`config.mk`:
```
export PLATFORM = sky130hd
export DESIGN_NAME = epi_ext_irq
export DESIGN_NICKNAME = d
export VERILOG_FILES = /design/src/common/epi_pkg.sv /design/src/epi_edge_sync.sv /design/src/epi_ext_irq.sv
export SDC_FILE = /design/constraint.sdc
export NUM_CORES = 1
export LEC_CHECK = 0
export ABC_AREA = 0
export ABC_CLOCK_PERIOD_IN_PS = 2300
export BUFFER_PORTS_ARGS = -buffer_cell sky130_fd_sc_hd__buf_2
export CAP_MARGIN = 20
export CORE_ASPECT_RATIO = 0.9
export CORE_MARGIN = 2
export CORE_UTILIZATION = 53
export DETAILED_ROUTE_END_ITERATION = 8
export PLACE_DENSITY = 0.86
export SETUP_SLACK_MARGIN = 0.3
export SLEW_MARGIN = 40
export SYNTH_ARGS = -nofsm -noshare
export SYNTH_HDL_FRONTEND = slang
export SYNTH_HIERARCHICAL = 1
export SYNTH_SLANG_ARGS = --single-unit
```
`constraint.sdc`:
```
create_clock -name sys_clk -period 2.3 [get_ports sys_clk]
set_clock_uncertainty 0.15 [all_clocks]
set_input_delay 0 -clock sys_clk [delete_from_list [all_inputs] [get_ports sys_clk]]
set_output_delay 0 -clock sys_clk [all_outputs]
set_load 0.1 [all_outputs]
```
`src/common/epi_pkg.sv`:
```
package epi_pkg;
	// register byte addresses on the bus
	localparam logic [7:0] ADDR_MCU_CONTROL = 8'h00;
	localparam logic [7:0] ADDR_CTRL_STATUS = 8'h04;
	localparam logic [7:0] ADDR_IRQ_MASK = 8'h08;
	localparam logic [7:0] ADDR_IRQ_FLAGS = 8'h0C;
	localparam logic [7:0] ADDR_CORE_STATUS = 8'h10;
	localparam logic [7:0] ADDR_SLEEP_STATUS = 8'h14;
	// mcu_control field positions
	localparam int A_SENSE_LO = 0;
	localparam int B_SENSE_LO = 2;
	localparam int SLEEP_SEL0 = 4;
	localparam int SLEEP_SEL1 = 5;
	localparam int SLEEP_EN = 6;
	localparam int SLEEP_SEL2 = 7;
	// mcu_control_status, mask and flag positions
	localparam int C_EDGE_BIT = 6;
	localparam int LINE_B_BIT = 7;
	localparam int LINE_A_BIT = 6;
	localparam int LINE_C_BIT = 5;
	localparam int GIE_BIT = 7;
	localparam logic [7:0] REG_RESET = 8'h00;
	// sense encodings
	localparam logic [1:0] SENSE_LOW = 2'h0;
	localparam logic [1:0] SENSE_ANY = 2'h1;
	localparam logic [1:0] SENSE_FALL = 2'h2;
	localparam logic [1:0] SENSE_RISE = 2'h3;
	// sleep modes
	localparam logic [2:0] SLEEP_IDLE = 3'h0;
	localparam logic [2:0] SLEEP_PDOWN = 3'h2;
	// axi responses
	localparam logic [1:0] RESP_OKAY = 2'h0;
	localparam logic [1:0] RESP_SLVERR = 2'h2;
	// wake timing
	localparam int WDT_PERIOD_NS = 1000;
	localparam int CLK_PERIOD_NS = 10;
	localparam int WDT_CYCLES = WDT_PERIOD_NS / CLK_PERIOD_NS;
	localparam int STARTUP_NS = 4000;
	localparam int STARTUP_CYCLES = STARTUP_NS / CLK_PERIOD_NS;

	typedef enum logic [1:0] {
		WK_AWAKE = 2'b00,
		WK_SAMPLE = 2'b01,
		WK_START = 2'b11
	} epi_wake_t;

	typedef struct packed {
		logic line_b;
		logic line_a;
		logic line_c;
	} epi_lines_t;
endpackage

```
`src/epi_edge_sync.sv`:
```
`timescale 1ns/1ps
// two-stage synchroniser with previous-sample edge compare
module epi_edge_sync (
	// clock and reset
	input wire logic sys_clk,
	input wire logic srst,
	// pin and results
	input wire logic pin,
	output logic level_q,
	output logic rise,
	output logic fall
);
	logic meta_q;
	logic prev_q;

	// sync then compare
	always_ff @(posedge sys_clk) begin
		if (srst) begin
			meta_q <= 1'b1;
			level_q <= 1'b1;
			prev_q <= 1'b1;
		end else begin
			meta_q <= pin;
			level_q <= meta_q;
			prev_q <= level_q;
		end
	end

	// edges seen between two settled samples
	assign rise = level_q & ~prev_q;
	assign fall = ~level_q & prev_q;
endmodule // epi_edge_sync

```
`src/epi_ext_irq.sv`:
```
// Register access over AXI4-Lite and the register addresses were decided locally.
`timescale 1ns/1ps
// Summary of operation
// pin activity raises requests even when the pin is driven as output
// line c senses edges only, no level mode
// lines a/b in low-level mode request continuously while pin is low
// a/b edge detection runs on the I/O clock only
// a/b low level and line c edges work without the I/O clock
// I/O clock stops in every sleep mode except idle
// power-down level wake needs two watchdog-clock samples of the level
// level gone before startup ends: wake completes, no level interrupt
// line b taken only with global enable and its mask bit
// line b sense field bits 3:2: low, any, falling, rising
// line a sense field bits 1:0: low, any, falling, rising
// pins sampled before edge detect; pulses over one clock period caught
// source holds low level until current instruction completes
// line a taken only with global enable and its mask bit
// control register eight bits, all read/write, reset to zero
// flags set on events, cleared by handler or writing one; level reads zero
// line c edge bit: zero falling, one rising
// pins pass two-stage synchroniser and previous-sample compare
module epi_ext_irq #(
	parameter int WDT_CYC = epi_pkg::WDT_CYCLES,
	parameter int STARTUP_CYC = epi_pkg::STARTUP_CYCLES
) (
	// clock and reset
	input wire logic sys_clk,
	input wire logic srst,
	// axi4-lite write address and data
	input wire logic [7:0] s_axi_awaddr,
	input wire logic s_axi_awvalid,
	output logic s_axi_awready,
	input wire logic [31:0] s_axi_wdata,
	input wire logic [3:0] s_axi_wstrb,
	input wire logic s_axi_wvalid,
	output logic s_axi_wready,
	output logic [1:0] s_axi_bresp,
	output logic s_axi_bvalid,
	input wire logic s_axi_bready,
	// axi4-lite read
	input wire logic [7:0] s_axi_araddr,
	input wire logic s_axi_arvalid,
	output logic s_axi_arready,
	output logic [31:0] s_axi_rdata,
	output logic [1:0] s_axi_rresp,
	output logic s_axi_rvalid,
	input wire logic s_axi_rready,
	// interrupt pins, read whatever the pin direction
	input wire epi_pkg::epi_lines_t ext_irq_pin,
	// core side
	input wire epi_pkg::epi_lines_t irq_ack,
	input wire logic sleep_req,
	output epi_pkg::epi_lines_t irq_take_q,
	output logic io_clk_en_q,
	output logic asleep_q
);
	logic [7:0] mcu_control_q;
	logic [7:0] mcu_control_status_q;
	logic [7:0] general_irq_mask_q;
	logic [7:0] core_status_word_q;
	epi_pkg::epi_lines_t flag_q;
	epi_pkg::epi_wake_t wake_q;
	logic [15:0] wake_cnt_q;
	logic [1:0] wake_smp_q;
	logic have_aw_q;
	logic have_w_q;
	logic [7:0] aw_q;
	logic [31:0] wd_q;
	logic [3:0] ws_q;
	epi_pkg::epi_lines_t rise;
	epi_pkg::epi_lines_t fall;
	epi_pkg::epi_lines_t lvl;
	logic [1:0] sense_a;
	logic [1:0] sense_b;
	epi_pkg::epi_lines_t event_v;
	epi_pkg::epi_lines_t level_req;
	epi_pkg::epi_lines_t clr_wr;
	logic wr_go;
	logic gie;
	logic level_wake;
	logic [2:0] sleep_mode;

	// sample before edges
	// one synchroniser per pin
	epi_edge_sync u_sync_a (.sys_clk(sys_clk), .srst(srst), .pin(ext_irq_pin.line_a),
		.level_q(lvl.line_a), .rise(rise.line_a), .fall(fall.line_a));
	epi_edge_sync u_sync_b (.sys_clk(sys_clk), .srst(srst), .pin(ext_irq_pin.line_b),
		.level_q(lvl.line_b), .rise(rise.line_b), .fall(fall.line_b));
	epi_edge_sync u_sync_c (.sys_clk(sys_clk), .srst(srst), .pin(ext_irq_pin.line_c),
		.level_q(lvl.line_c), .rise(rise.line_c), .fall(fall.line_c));

	// decode a two-bit sense field against pin history
	function automatic logic sense_hit(input logic [1:0] s, input logic r, input logic f, input logic en);
		logic hit;
		hit = 1'b0;
		unique case (s)
			epi_pkg::SENSE_LOW: hit = 1'b0;
			epi_pkg::SENSE_ANY: hit = r | f;
			epi_pkg::SENSE_FALL: hit = f;
			epi_pkg::SENSE_RISE: hit = r;
		endcase
		return hit & en;
	endfunction

	// line b field
	assign sense_b = mcu_control_q[epi_pkg::B_SENSE_LO +: 2];
	// line a field
	assign sense_a = mcu_control_q[epi_pkg::A_SENSE_LO +: 2];
	assign gie = core_status_word_q[epi_pkg::GIE_BIT];
	// sleep select bits are not adjacent in the register, so gather them once
	assign sleep_mode = {mcu_control_q[epi_pkg::SLEEP_SEL2], mcu_control_q[epi_pkg::SLEEP_SEL1],
		mcu_control_q[epi_pkg::SLEEP_SEL0]};

	// edges only counted while io clock runs
	assign event_v.line_a = sense_hit(sense_a, rise.line_a, fall.line_a, io_clk_en_q);
	assign event_v.line_b = sense_hit(sense_b, rise.line_b, fall.line_b, io_clk_en_q);
	// line c edge works without io clock
	// edge polarity bit
	assign event_v.line_c = mcu_control_status_q[epi_pkg::C_EDGE_BIT] ? rise.line_c : fall.line_c;

	// level request follows the pin; never on line c
	assign level_req.line_a = (sense_a == epi_pkg::SENSE_LOW) & ~lvl.line_a;
	assign level_req.line_b = (sense_b == epi_pkg::SENSE_LOW) & ~lvl.line_b;
	assign level_req.line_c = 1'b0;

	// write-one-to-clear from the flag register
	assign wr_go = have_aw_q & have_w_q & ~s_axi_bvalid;
	assign clr_wr.line_b = wr_go & (aw_q == epi_pkg::ADDR_IRQ_FLAGS) & ws_q[0] & wd_q[epi_pkg::LINE_B_BIT];
	assign clr_wr.line_a = wr_go & (aw_q == epi_pkg::ADDR_IRQ_FLAGS) & ws_q[0] & wd_q[epi_pkg::LINE_A_BIT];
	assign clr_wr.line_c = wr_go & (aw_q == epi_pkg::ADDR_IRQ_FLAGS) & ws_q[0] & wd_q[epi_pkg::LINE_C_BIT];

	// sticky flags, set beats clear, level mode forces zero
	// pin taps ignore direction
	always_ff @(posedge sys_clk) begin
		if (srst) begin
			flag_q <= '0;
		end else begin
			flag_q <= (flag_q & ~clr_wr & ~irq_ack) | event_v;
			if (sense_a == epi_pkg::SENSE_LOW) begin
				flag_q.line_a <= 1'b0;
			end
			if (sense_b == epi_pkg::SENSE_LOW) begin
				flag_q.line_b <= 1'b0;
			end
		end
	end

	// level interrupt held back until awake
	// line b gated by global enable and mask
	// line a gated likewise
	always_ff @(posedge sys_clk) begin
		if (srst) begin
			irq_take_q <= '0;
		end else begin
			irq_take_q.line_b <= gie & general_irq_mask_q[epi_pkg::LINE_B_BIT]
				& (flag_q.line_b | (level_req.line_b & ~asleep_q));
			irq_take_q.line_a <= gie & general_irq_mask_q[epi_pkg::LINE_A_BIT]
				& (flag_q.line_a | (level_req.line_a & ~asleep_q));
			irq_take_q.line_c <= gie & general_irq_mask_q[epi_pkg::LINE_C_BIT] & flag_q.line_c;
		end
	end

	// low-level requests on lines a and b that can wake a deep sleep
	assign level_wake = (level_req.line_a & general_irq_mask_q[epi_pkg::LINE_A_BIT])
		| (level_req.line_b & general_irq_mask_q[epi_pkg::LINE_B_BIT]);

	// sleep and wake sequencing; startup runs even if the level goes away
	always_ff @(posedge sys_clk) begin
		if (srst) begin
			wake_q <= epi_pkg::WK_AWAKE;
			wake_cnt_q <= '0;
			wake_smp_q <= '0;
			asleep_q <= 1'b0;
		end else begin
			unique case (wake_q)
				epi_pkg::WK_AWAKE: begin
					if (sleep_req & mcu_control_q[epi_pkg::SLEEP_EN]) begin
						asleep_q <= 1'b1;
						wake_q <= epi_pkg::WK_SAMPLE;
						wake_cnt_q <= '0;
						wake_smp_q <= '0;
					end
				end
				epi_pkg::WK_SAMPLE: begin
					// two watchdog ticks of the level
					if (wake_cnt_q == 16'(WDT_CYC - 1)) begin
						wake_cnt_q <= '0;
						wake_smp_q <= level_wake ? wake_smp_q + 2'h1 : 2'h0;
						if (level_wake & wake_smp_q == 2'h1) begin
							wake_q <= epi_pkg::WK_START;
						end
					end else begin
						wake_cnt_q <= wake_cnt_q + 16'h1;
					end
					if (|(flag_q & general_irq_mask_q[epi_pkg::LINE_B_BIT -: 3])) begin
						wake_q <= epi_pkg::WK_START;
						wake_cnt_q <= '0;
					end
				end
				epi_pkg::WK_START: begin
					if (wake_cnt_q == 16'(STARTUP_CYC - 1)) begin
						wake_q <= epi_pkg::WK_AWAKE;
						asleep_q <= 1'b0;
						wake_cnt_q <= '0;
					end else begin
						wake_cnt_q <= wake_cnt_q + 16'h1;
					end
				end
			endcase
		end
	end

	// io clock stops outside idle
	always_ff @(posedge sys_clk) begin
		if (srst) begin
			io_clk_en_q <= 1'b1;
		end else begin
			io_clk_en_q <= ~asleep_q | (sleep_mode == epi_pkg::SLEEP_IDLE);
		end
	end

	// axi write capture: address and data in either order
	always_ff @(posedge sys_clk) begin
		if (srst) begin
			have_aw_q <= 1'b0;
			have_w_q <= 1'b0;
			aw_q <= '0;
			wd_q <= '0;
			ws_q <= '0;
			s_axi_bvalid <= 1'b0;
			s_axi_bresp <= epi_pkg::RESP_OKAY;
		end else begin
			if (s_axi_awvalid & s_axi_awready) begin
				have_aw_q <= 1'b1;
				aw_q <= s_axi_awaddr;
			end
			if (s_axi_wvalid & s_axi_wready) begin
				have_w_q <= 1'b1;
				wd_q <= s_axi_wdata;
				ws_q <= s_axi_wstrb;
			end
			if (wr_go) begin
				have_aw_q <= 1'b0;
				have_w_q <= 1'b0;
				s_axi_bvalid <= 1'b1;
				s_axi_bresp <= (aw_q > epi_pkg::ADDR_SLEEP_STATUS || aw_q[1:0] != 2'h0)
					? epi_pkg::RESP_SLVERR : epi_pkg::RESP_OKAY;
			end else if (s_axi_bvalid & s_axi_bready) begin
				s_axi_bvalid <= 1'b0;
			end
		end
	end

	// write readies registered: each tracks its holding flag and bvalid one edge ahead,
	// so the bus sees the same timing as a gate would give, but from a flip-flop
	always_ff @(posedge sys_clk) begin
		if (srst) begin
			s_axi_awready <= 1'b1;
			s_axi_wready <= 1'b1;
		end else if (wr_go) begin
			s_axi_awready <= 1'b0;
			s_axi_wready <= 1'b0;
		end else if (s_axi_bvalid) begin
			s_axi_awready <= s_axi_bready;
			s_axi_wready <= s_axi_bready;
		end else begin
			s_axi_awready <= ~have_aw_q & ~(s_axi_awvalid & s_axi_awready);
			s_axi_wready <= ~have_w_q & ~(s_axi_wvalid & s_axi_wready);
		end
	end

	// control registers, low byte lane only
	always_ff @(posedge sys_clk) begin
		if (srst) begin
			mcu_control_q <= epi_pkg::REG_RESET;
			mcu_control_status_q <= epi_pkg::REG_RESET;
			general_irq_mask_q <= epi_pkg::REG_RESET;
			core_status_word_q <= epi_pkg::REG_RESET;
		end else if (wr_go & ws_q[0]) begin
			unique case (aw_q)
				epi_pkg::ADDR_MCU_CONTROL: mcu_control_q <= wd_q[7:0];
				epi_pkg::ADDR_CTRL_STATUS: mcu_control_status_q <= wd_q[7:0];
				epi_pkg::ADDR_IRQ_MASK: general_irq_mask_q <= wd_q[7:0];
				epi_pkg::ADDR_CORE_STATUS: core_status_word_q <= wd_q[7:0];
				default: ;
			endcase
		end
	end

	// axi read: one cycle from address to data
	always_ff @(posedge sys_clk) begin
		if (srst) begin
			s_axi_rvalid <= 1'b0;
			s_axi_arready <= 1'b1;
			s_axi_rdata <= '0;
			s_axi_rresp <= epi_pkg::RESP_OKAY;
		end else if (s_axi_arvalid & s_axi_arready) begin
			s_axi_rvalid <= 1'b1;
			s_axi_arready <= 1'b0;
			s_axi_rresp <= epi_pkg::RESP_OKAY;
			unique case (s_axi_araddr)
				epi_pkg::ADDR_MCU_CONTROL: s_axi_rdata <= {24'h0, mcu_control_q};
				epi_pkg::ADDR_CTRL_STATUS: s_axi_rdata <= {24'h0, mcu_control_status_q};
				epi_pkg::ADDR_IRQ_MASK: s_axi_rdata <= {24'h0, general_irq_mask_q};
				epi_pkg::ADDR_IRQ_FLAGS: s_axi_rdata <= {24'h0, flag_q, 5'h0};
				epi_pkg::ADDR_CORE_STATUS: s_axi_rdata <= {24'h0, core_status_word_q};
				epi_pkg::ADDR_SLEEP_STATUS: s_axi_rdata <= {29'h0, io_clk_en_q, wake_q};
				default: begin
					s_axi_rdata <= '0;
					s_axi_rresp <= epi_pkg::RESP_SLVERR;
				end
			endcase
		end else if (s_axi_rvalid & s_axi_rready) begin
			s_axi_rvalid <= 1'b0;
			s_axi_arready <= 1'b1;
		end
	end

	// checks
	AST_C_RISE: assert property (@(posedge sys_clk) disable iff (srst)
		mcu_control_status_q[epi_pkg::C_EDGE_BIT] & rise.line_c |=> flag_q.line_c)
		else $error("line c rising edge lost");
	AST_LEVEL_ZERO: assert property (@(posedge sys_clk) disable iff (srst)
		sense_a == epi_pkg::SENSE_LOW && $stable(sense_a) |=> !flag_q.line_a)
		else $error("level mode flag set");
	AST_B_GATE: assert property (@(posedge sys_clk) disable iff (srst)
		irq_take_q.line_b |-> $past(gie) && $past(general_irq_mask_q[epi_pkg::LINE_B_BIT]))
		else $error("line b taken while masked");
	AST_A_GATE: assert property (@(posedge sys_clk) disable iff (srst)
		irq_take_q.line_a |-> $past(gie) && $past(general_irq_mask_q[epi_pkg::LINE_A_BIT]))
		else $error("line a taken while masked");
	AST_A_LEVEL: assert property (@(posedge sys_clk) disable iff (srst)
		gie && general_irq_mask_q[epi_pkg::LINE_A_BIT] && level_req.line_a && !asleep_q |=> irq_take_q.line_a)
		else $error("low level not requesting");
	AST_B_FALL: assert property (@(posedge sys_clk) disable iff (srst)
		sense_b == epi_pkg::SENSE_FALL && fall.line_b && io_clk_en_q |=> flag_q.line_b)
		else $error("line b falling edge lost");
	AST_A_RISE: assert property (@(posedge sys_clk) disable iff (srst)
		sense_a == epi_pkg::SENSE_RISE && fall.line_a && !rise.line_a && !flag_q.line_a |=> !flag_q.line_a)
		else $error("line a rise mode took a fall");
	AST_NO_IO_EDGE: assert property (@(posedge sys_clk) disable iff (srst)
		!io_clk_en_q && !flag_q.line_a |=> !flag_q.line_a || $past(sense_a) == epi_pkg::SENSE_LOW)
		else $error("edge seen without io clock");
	AST_C_NO_LEVEL: assert property (@(posedge sys_clk) disable iff (srst)
		!flag_q.line_c && !rise.line_c && !fall.line_c |=> !flag_q.line_c)
		else $error("line c set without edge");
	AST_A_ANY: assert property (@(posedge sys_clk) disable iff (srst)
		sense_a == epi_pkg::SENSE_ANY && (rise.line_a || fall.line_a) && io_clk_en_q |=> flag_q.line_a)
		else $error("line a change lost");
	AST_C_FALL: assert property (@(posedge sys_clk) disable iff (srst)
		!mcu_control_status_q[epi_pkg::C_EDGE_BIT] && fall.line_c |=> flag_q.line_c)
		else $error("line c falling edge lost");
	AST_IO_STOP: assert property (@(posedge sys_clk) disable iff (srst)
		asleep_q && sleep_mode != epi_pkg::SLEEP_IDLE |=> !io_clk_en_q)
		else $error("io clock running in deep sleep");
endmodule // epi_ext_irq
```
-- Word level (Yosys, flattened, before mapping)
Index checks and enable logic that the tools add are counted.
- muxes and demuxes: 34
- reductions and logical operators: 24
- magnitude comparators: 1
- bitwise gates (word level): 61
- add/sub/neg operators: 2
- eq/ne operators: 25
- operator list (operator ; count):
    16-bit two-way mux ; 4
    16-bit case mux with 3 select lines ; 1
    8-bit case mux with 6 select lines ; 1
    1-bit AND ; 37
    8-bit by 4-bit equality test with 1-bit output, second input constant ; 4
    8-bit by 5-bit equality test with 1-bit output, second input constant ; 3
    2-bit two-way mux ; 10
    16-bit by 1-bit adder with 16-bit output, second input constant ; 1
    16-bit by 7-bit equality test with 1-bit output, second input constant ; 1
    16-bit by 9-bit equality test with 1-bit output, second input constant ; 1
    8-bit by 3-bit equality test with 1-bit output, second input constant ; 2
    8-bit zero test ; 2
    1-bit two-way mux ; 13
    1-bit inverter ; 12
    2-bit equality test, second input constant ; 5
    2-bit nonzero test ; 5
    3-bit AND ; 3
    2-bit by 1-bit equality test with 1-bit output, second input constant ; 4
    8-bit by 5-bit greater-than comparator with 1-bit output, second input constant ; 1
    1-bit case mux with 4 select lines ; 2
    2-bit AND reduction ; 4
    2-bit zero test ; 3
    2-bit inequality test, second input constant ; 3
    3-bit inequality test, second input constant ; 2
    14 further kinds ; 23
- output and inout bits: 46
- bits in registers: 129

-- Logic depth before layout (Yosys ltp)
- word-level depth: 9
- depth in mapped cells: 7

-- Cells and area by module
The synthesis kept the hierarchy.
- by module, submodules not included (module ; times used ; seq. area each (µm²) ; area each (µm²) ; cells each):
    epi_ext_irq ; 1 ; 1881.8 ; 4391.7 ; 517
    epi_edge_sync ; 3 ; 60.1 ; 92.6 ; 8

-- Worst setup path before layout
OpenSTA, ideal clock, no wires.
- path kind: reg-to-reg
- start point: register s_axi_arready
- end point: register s_axi_rdata[5]
- library setup time: 86 ps
- arrival: 2006 ps
- setup slack: 58 ps
- path buffers: 0
- period minus slack after synthesis: 2242 ps
- data required time: 2064 ps
- cell stages (with the launch flop): 5
- cell sequence: dfxtp_1 nand2_1 nor2_1 nand2_1 a211oi_1
- word-level cells in the longest chain between the ends: 1
- ends and longest elaborated chain (what ; RTL line ; RTL):
    from (decl) ; epi_ext_irq.sv:43 ; output logic s_axi_arready,
    from (signal assigned) ; epi_ext_irq.sv:294 ; s_axi_arready <= 1'b1;
    from (signal assigned) ; epi_ext_irq.sv:299 ; s_axi_arready <= 1'b0;
    from (signal assigned) ; epi_ext_irq.sv:315 ; s_axi_arready <= 1'b1;
    1-bit AND ; epi_ext_irq.sv:297 ; end else if (s_axi_arvalid & s_axi_arready) begin
    to (signal assigned) ; epi_ext_irq.sv:302 ; epi_pkg::ADDR_MCU_CONTROL: s_axi_rdata <= {24'h0, mcu_control_q};
    to (signal assigned) ; epi_ext_irq.sv:303 ; epi_pkg::ADDR_CTRL_STATUS: s_axi_rdata <= {24'h0, mcu_control_status_q};
    to (signal assigned) ; epi_ext_irq.sv:304 ; epi_pkg::ADDR_IRQ_MASK: s_axi_rdata <= {24'h0, general_irq_mask_q};
    to (decl) ; epi_ext_irq.sv:44 ; output logic [31:0] s_axi_rdata,
Every way passes these cells.
A chain may end at the register's enable or synchronous reset.

-- Worst setup path after layout
- start point: register aw_q[6]
- end point: register mcu_control_status_q[0]
- word-level cells in the longest chain between the ends: 2
- ends and longest elaborated chain (what ; RTL line ; RTL):
    from (decl) ; epi_ext_irq.sv:67 ; logic [7:0] aw_q;
    from (signal assigned) ; epi_ext_irq.sv:235 ; aw_q <= s_axi_awaddr;
    8-bit by 3-bit equality test with 1-bit output ; epi_ext_irq.sv:280 ; unique case (aw_q)
    2-bit AND reduction (no line) ; - ;
    to (signal assigned) ; epi_ext_irq.sv:276 ; mcu_control_status_q <= epi_pkg::REG_RESET;
    to (signal assigned) ; epi_ext_irq.sv:282 ; epi_pkg::ADDR_CTRL_STATUS: mcu_control_status_q <= wd_q[7:0];
    to (decl) ; epi_ext_irq.sv:58 ; logic [7:0] mcu_control_status_q;
Every way passes these cells.

==> results by group <==
Finish
  • Area grow syn2layout: 25.91%
  • Layout Nets: a little over 700
  • Layout cell share with drive strength beyond 1: 0.1894
  • Post-route core utilization: 0.6862
  • Diodes inserted: 0
  • Final Instance Area: between 5000 and 6000 sq um

Timing
  • Setup tns final: 0 ns
  • Max Slew Vio Count: 0
  • Final Hold Viols: 0
  • Setup violations, final: 0
  • Max transition margin: 0.5721
  • Final Critical Period: between 2 and 2.5 ns
  • Post-route setup slack: 0.2697 ns
  • Fin crit share: 0.8828
  • Worst-margin pin slew: about 0.64 ns
  • RSZ-0062 raised after global routing: yes
  • Max frequency: 0.4925 GHz
  • Hold Slack: 0.04065 ns

Synth
  • Yosys cell types: between 50 and 60
  • Share of the synthesized area in the top cell type: 0.4416
  • #FFs+latches synth: roughly 100
  • Avg Inst Size Synth: approximately 8.6 sq um
  • Synth async-reset ratio: 0
  • Cell with the most instances after synthesis: dfxtp_1
  • Area contributors post-synth: dfxtp_1 (44%), mux2i_1 (8.6%), nand2_1 (6.9%), buf_4 (4.3%), a21oi_1 (4.3%)
  • Cell taking the most area after synthesis: dfxtp_1
  • Sequential area share after synthesis: 0.4416
  • Ys Warns: 6
  • Post-Syn Instances: around 540
  • EDFF count, synth: 0
  • Synth top cells by count: dfxtp_1 (103), nand2_1 (86), nor2_1 (43)
  • Top FF cell, synth: dfxtp_1
  • Syn Std Cell Area: 4669 sq um

Floorplanning
  • Core area: between 8000 and 9000 sq um
  • # IOs: roughly 110
  • Die width: between 100 and 150 microns
  • Initial Utilization: 0.5450
  • Die height: about 93 microns
  • Core Rows: 32
  • Area of the die: 9578 sq um

Place
  • Final RePlAce weighted congestion: between 0.8 and 0.9
  • DP HPWL: about 7.7 mm
  • IO Port Bufs: between 50 and 60
  • Pre-CTS setup slack: 0.05276 ns
  • Placed cell areas: roughly 5000 sq um

Power and ir drop
  • VDD IR max: roughly 0.36 mV
  • Sw Share: 0.3087
  • Leakage power: 0.002450 uW
  • Combinational power share: 0.154
  • NetSw: 1118 uW
  • Flop pwr share: 0.516
  • Clock share of power: 0.330
  • Pwr/cell area: 616.0 nW/um^2
  • Internal: 2504 uW

Setup path
  • Crit-path leading delay family: simple AND/OR/NAND/NOR gates
  • CP endpoint kind: flip-flop
  • WS Path Type: flip-flop to flip-flop
  • Critical path cell sequence: or4_4 -> nor4_4 -> buf_4 -> nand3b_4 -> mux2i_1 -> nor2_1
  • Bufs and invs on worst path: 1
  • CP Launch Type: flip-flop
  • Crit path arrival time: around 2.1 ns
  • Crit path max fanout: 8
  • Critical-path top delay cell: or4_4
  • Worst path required time: approximately 2.4 ns
  • Critical Path Max Stage Delay: 0.58 ns

Outcome
  • Failing checks: DRC
  • Status: complete, but fails checks

Detailed routing
  • First drt pass iteration count: 9
  • Via count: ~4.4k
  • DRC violations left: 1
  • WL final: 12.19 mm
  • Initial DRC Count: roughly 250
  • Routed len/inst: between 15 and 20 microns
  • Number of vias per cell: about 5.6
  • Routed Antenna Nets: 0

CTS
  • Clock-pin slew on the worst setup and hold paths: ~0.11 ns
  • Worst skew pair latency: between 0.3 and 0.4 ns
  • CTS tree: done
  • Longest Clk Path Bufs: 2
  • H-tree Lvls: 3
  • CTS Buf Count: 9
  • CTS Sinks: just over 100
  • CTS Root Cell: clkbuf_8

Global routing
  • Gr busiest metal: met2
  • Antenna violations before repair: 0
  • GR Util met1: 0.3066
  • First-pass GRT wire length: between 15 and 20 mm
  • Largest net degree at the start of global routing: 66
  • M2 GR Usage: 0.4627
  • Met3 usage: 0.05680
  • Gr ovfl total: 0
  • Gr usage total: 0.2591
  • Vias in the first global route: ~4.3k

Flow run
  • Max-Cap Viols: 0

Worst hold path
  • Hold WC Path Type: primary input to flip-flop
final timing paths:
path | from | to | slack, ns | cells past startpoint
hold reg to reg | u_sync_a/meta_q | u_sync_a/level_q | 0.27 | 1
setup / recovery | aw_q[6] | mcu_control_status_q[0] | 0.27 | 6
setup reg to reg | aw_q[6] | mcu_control_status_q[0] | 0.27 | 6
hold / removal | s_axi_awvalid | have_aw_q | 0.04 | 4
worst min-delay path, stage by stage:
cell and delay, ns:
buf_2 0.11, and2_1 0.25, nor2_1 0.13, nor3_1 0.05
state kept, by name, indices dropped and copies added (netlist names), 2 cells and up:
register,cells
mcu_control_q,8
flag_q,3
wd_q,8
s_axi_rdata,8
irq_take_q,3
mcu_control_status_q,8
wake_q,2
general_irq_mask_q,8
wake_smp_q,2
wake_cnt_q,16
core_status_word_q,8
aw_q,8
repair_timing:
action,4_1_cts,5_1_grt
cloned,0,2
endpoints found under the hold margin,38,0
pin swaps,1,6
endpoints found under the setup margin,43,46
buffers inserted,1,1
hold buffers,53,0
gates resized for setup,11,18
routing by layer:
layer / wire length (microns) / up-vias
li1: - / 2087
met1: 5070 / 2089
met2: 6125 / 196
met3: 808 / 20
met4: 187 / 0
met5: 0 / -
cell type report:
| class | instances | area, sq um |
|---|---|---|
| clock buffers | 9 | 123.9 |
| clock inverters | 7 | 88.84 |
| fillers | 638 | 2689 |
| inverters | 7 | 26.28 |
| multi-input cells | 406 | 2454 |
| flip-flops and latches | 103 | 2076 |
| well taps | 119 | 148.9 |
| repair buffers | 128 | 962.2 |
metrics by stage:
step	power, uW	cells
final	3622	779
after global placement	2366	706
after global routing	3742	779
after CTS	3620	776
after floorplan	2322	566
after detailed placement	2377	706
cells in the final DEF, fill, tap and decap left out, types with 3 or more instances in the layout:
cell type	netlist	layout
and2_1	4	4
nor2_1	43	43
nor4b_1	3	3
a21oi_1	40	40
mux2_2	3	3
mux2i_1	40	40
nand3_1	21	20
or2_1	9	9
nand2_2	0	3
dfxtp_2	0	8
clkbuf_8	0	9
inv_6	0	3
nand4_1	4	4
a211oi_1	5	5
nor4_1	5	3
nand2_1	86	83
conb_1	1	26
dfxtp_1	103	94
buf_4	27	10
nand4b_1	3	3
a31oi_1	7	7
a31o_2	4	4
and2b_1	3	3
and3_1	6	5
o211ai_1	5	5
nor2b_1	8	8
o31ai_1	4	4
nor3_1	11	11
a221oi_1	3	3
inv_1	7	7
o21ai_0	17	17
a22oi_1	3	3
buf_6	1	5
dlygate4sd3_1	0	53
nand3b_1	5	5
buf_2	3	60
power by group through the flow:
| stage | Combinational [uW] | Sequential (uW) | Clock (uW) |
|---|---|---|---|
| after floorplan | 357 | 1960 | 0 |
| after global placement | 465 | 1900 | 0 |
| after detailed placement | 472 | 1900 | 0 |
| after CTS | 546 | 1860 | 1210 |
| after global routing | 592 | 1870 | 1280 |
| final | 558 | 1870 | 1200 |
cells by family after synthesis:
group | synth area share
flip-flops | 0.4416
other | 0.0008031
adder cells (fa/ha/maj) | 0.005358
XOR/XNOR | 0.003752
multiplexers | 0.09298
AND/OR/NAND/NOR | 0.2441
buffers and inverters | 0.06993
AO/OA/AOI/OAI | 0.1415
Power figures use the tool's default switching activity.
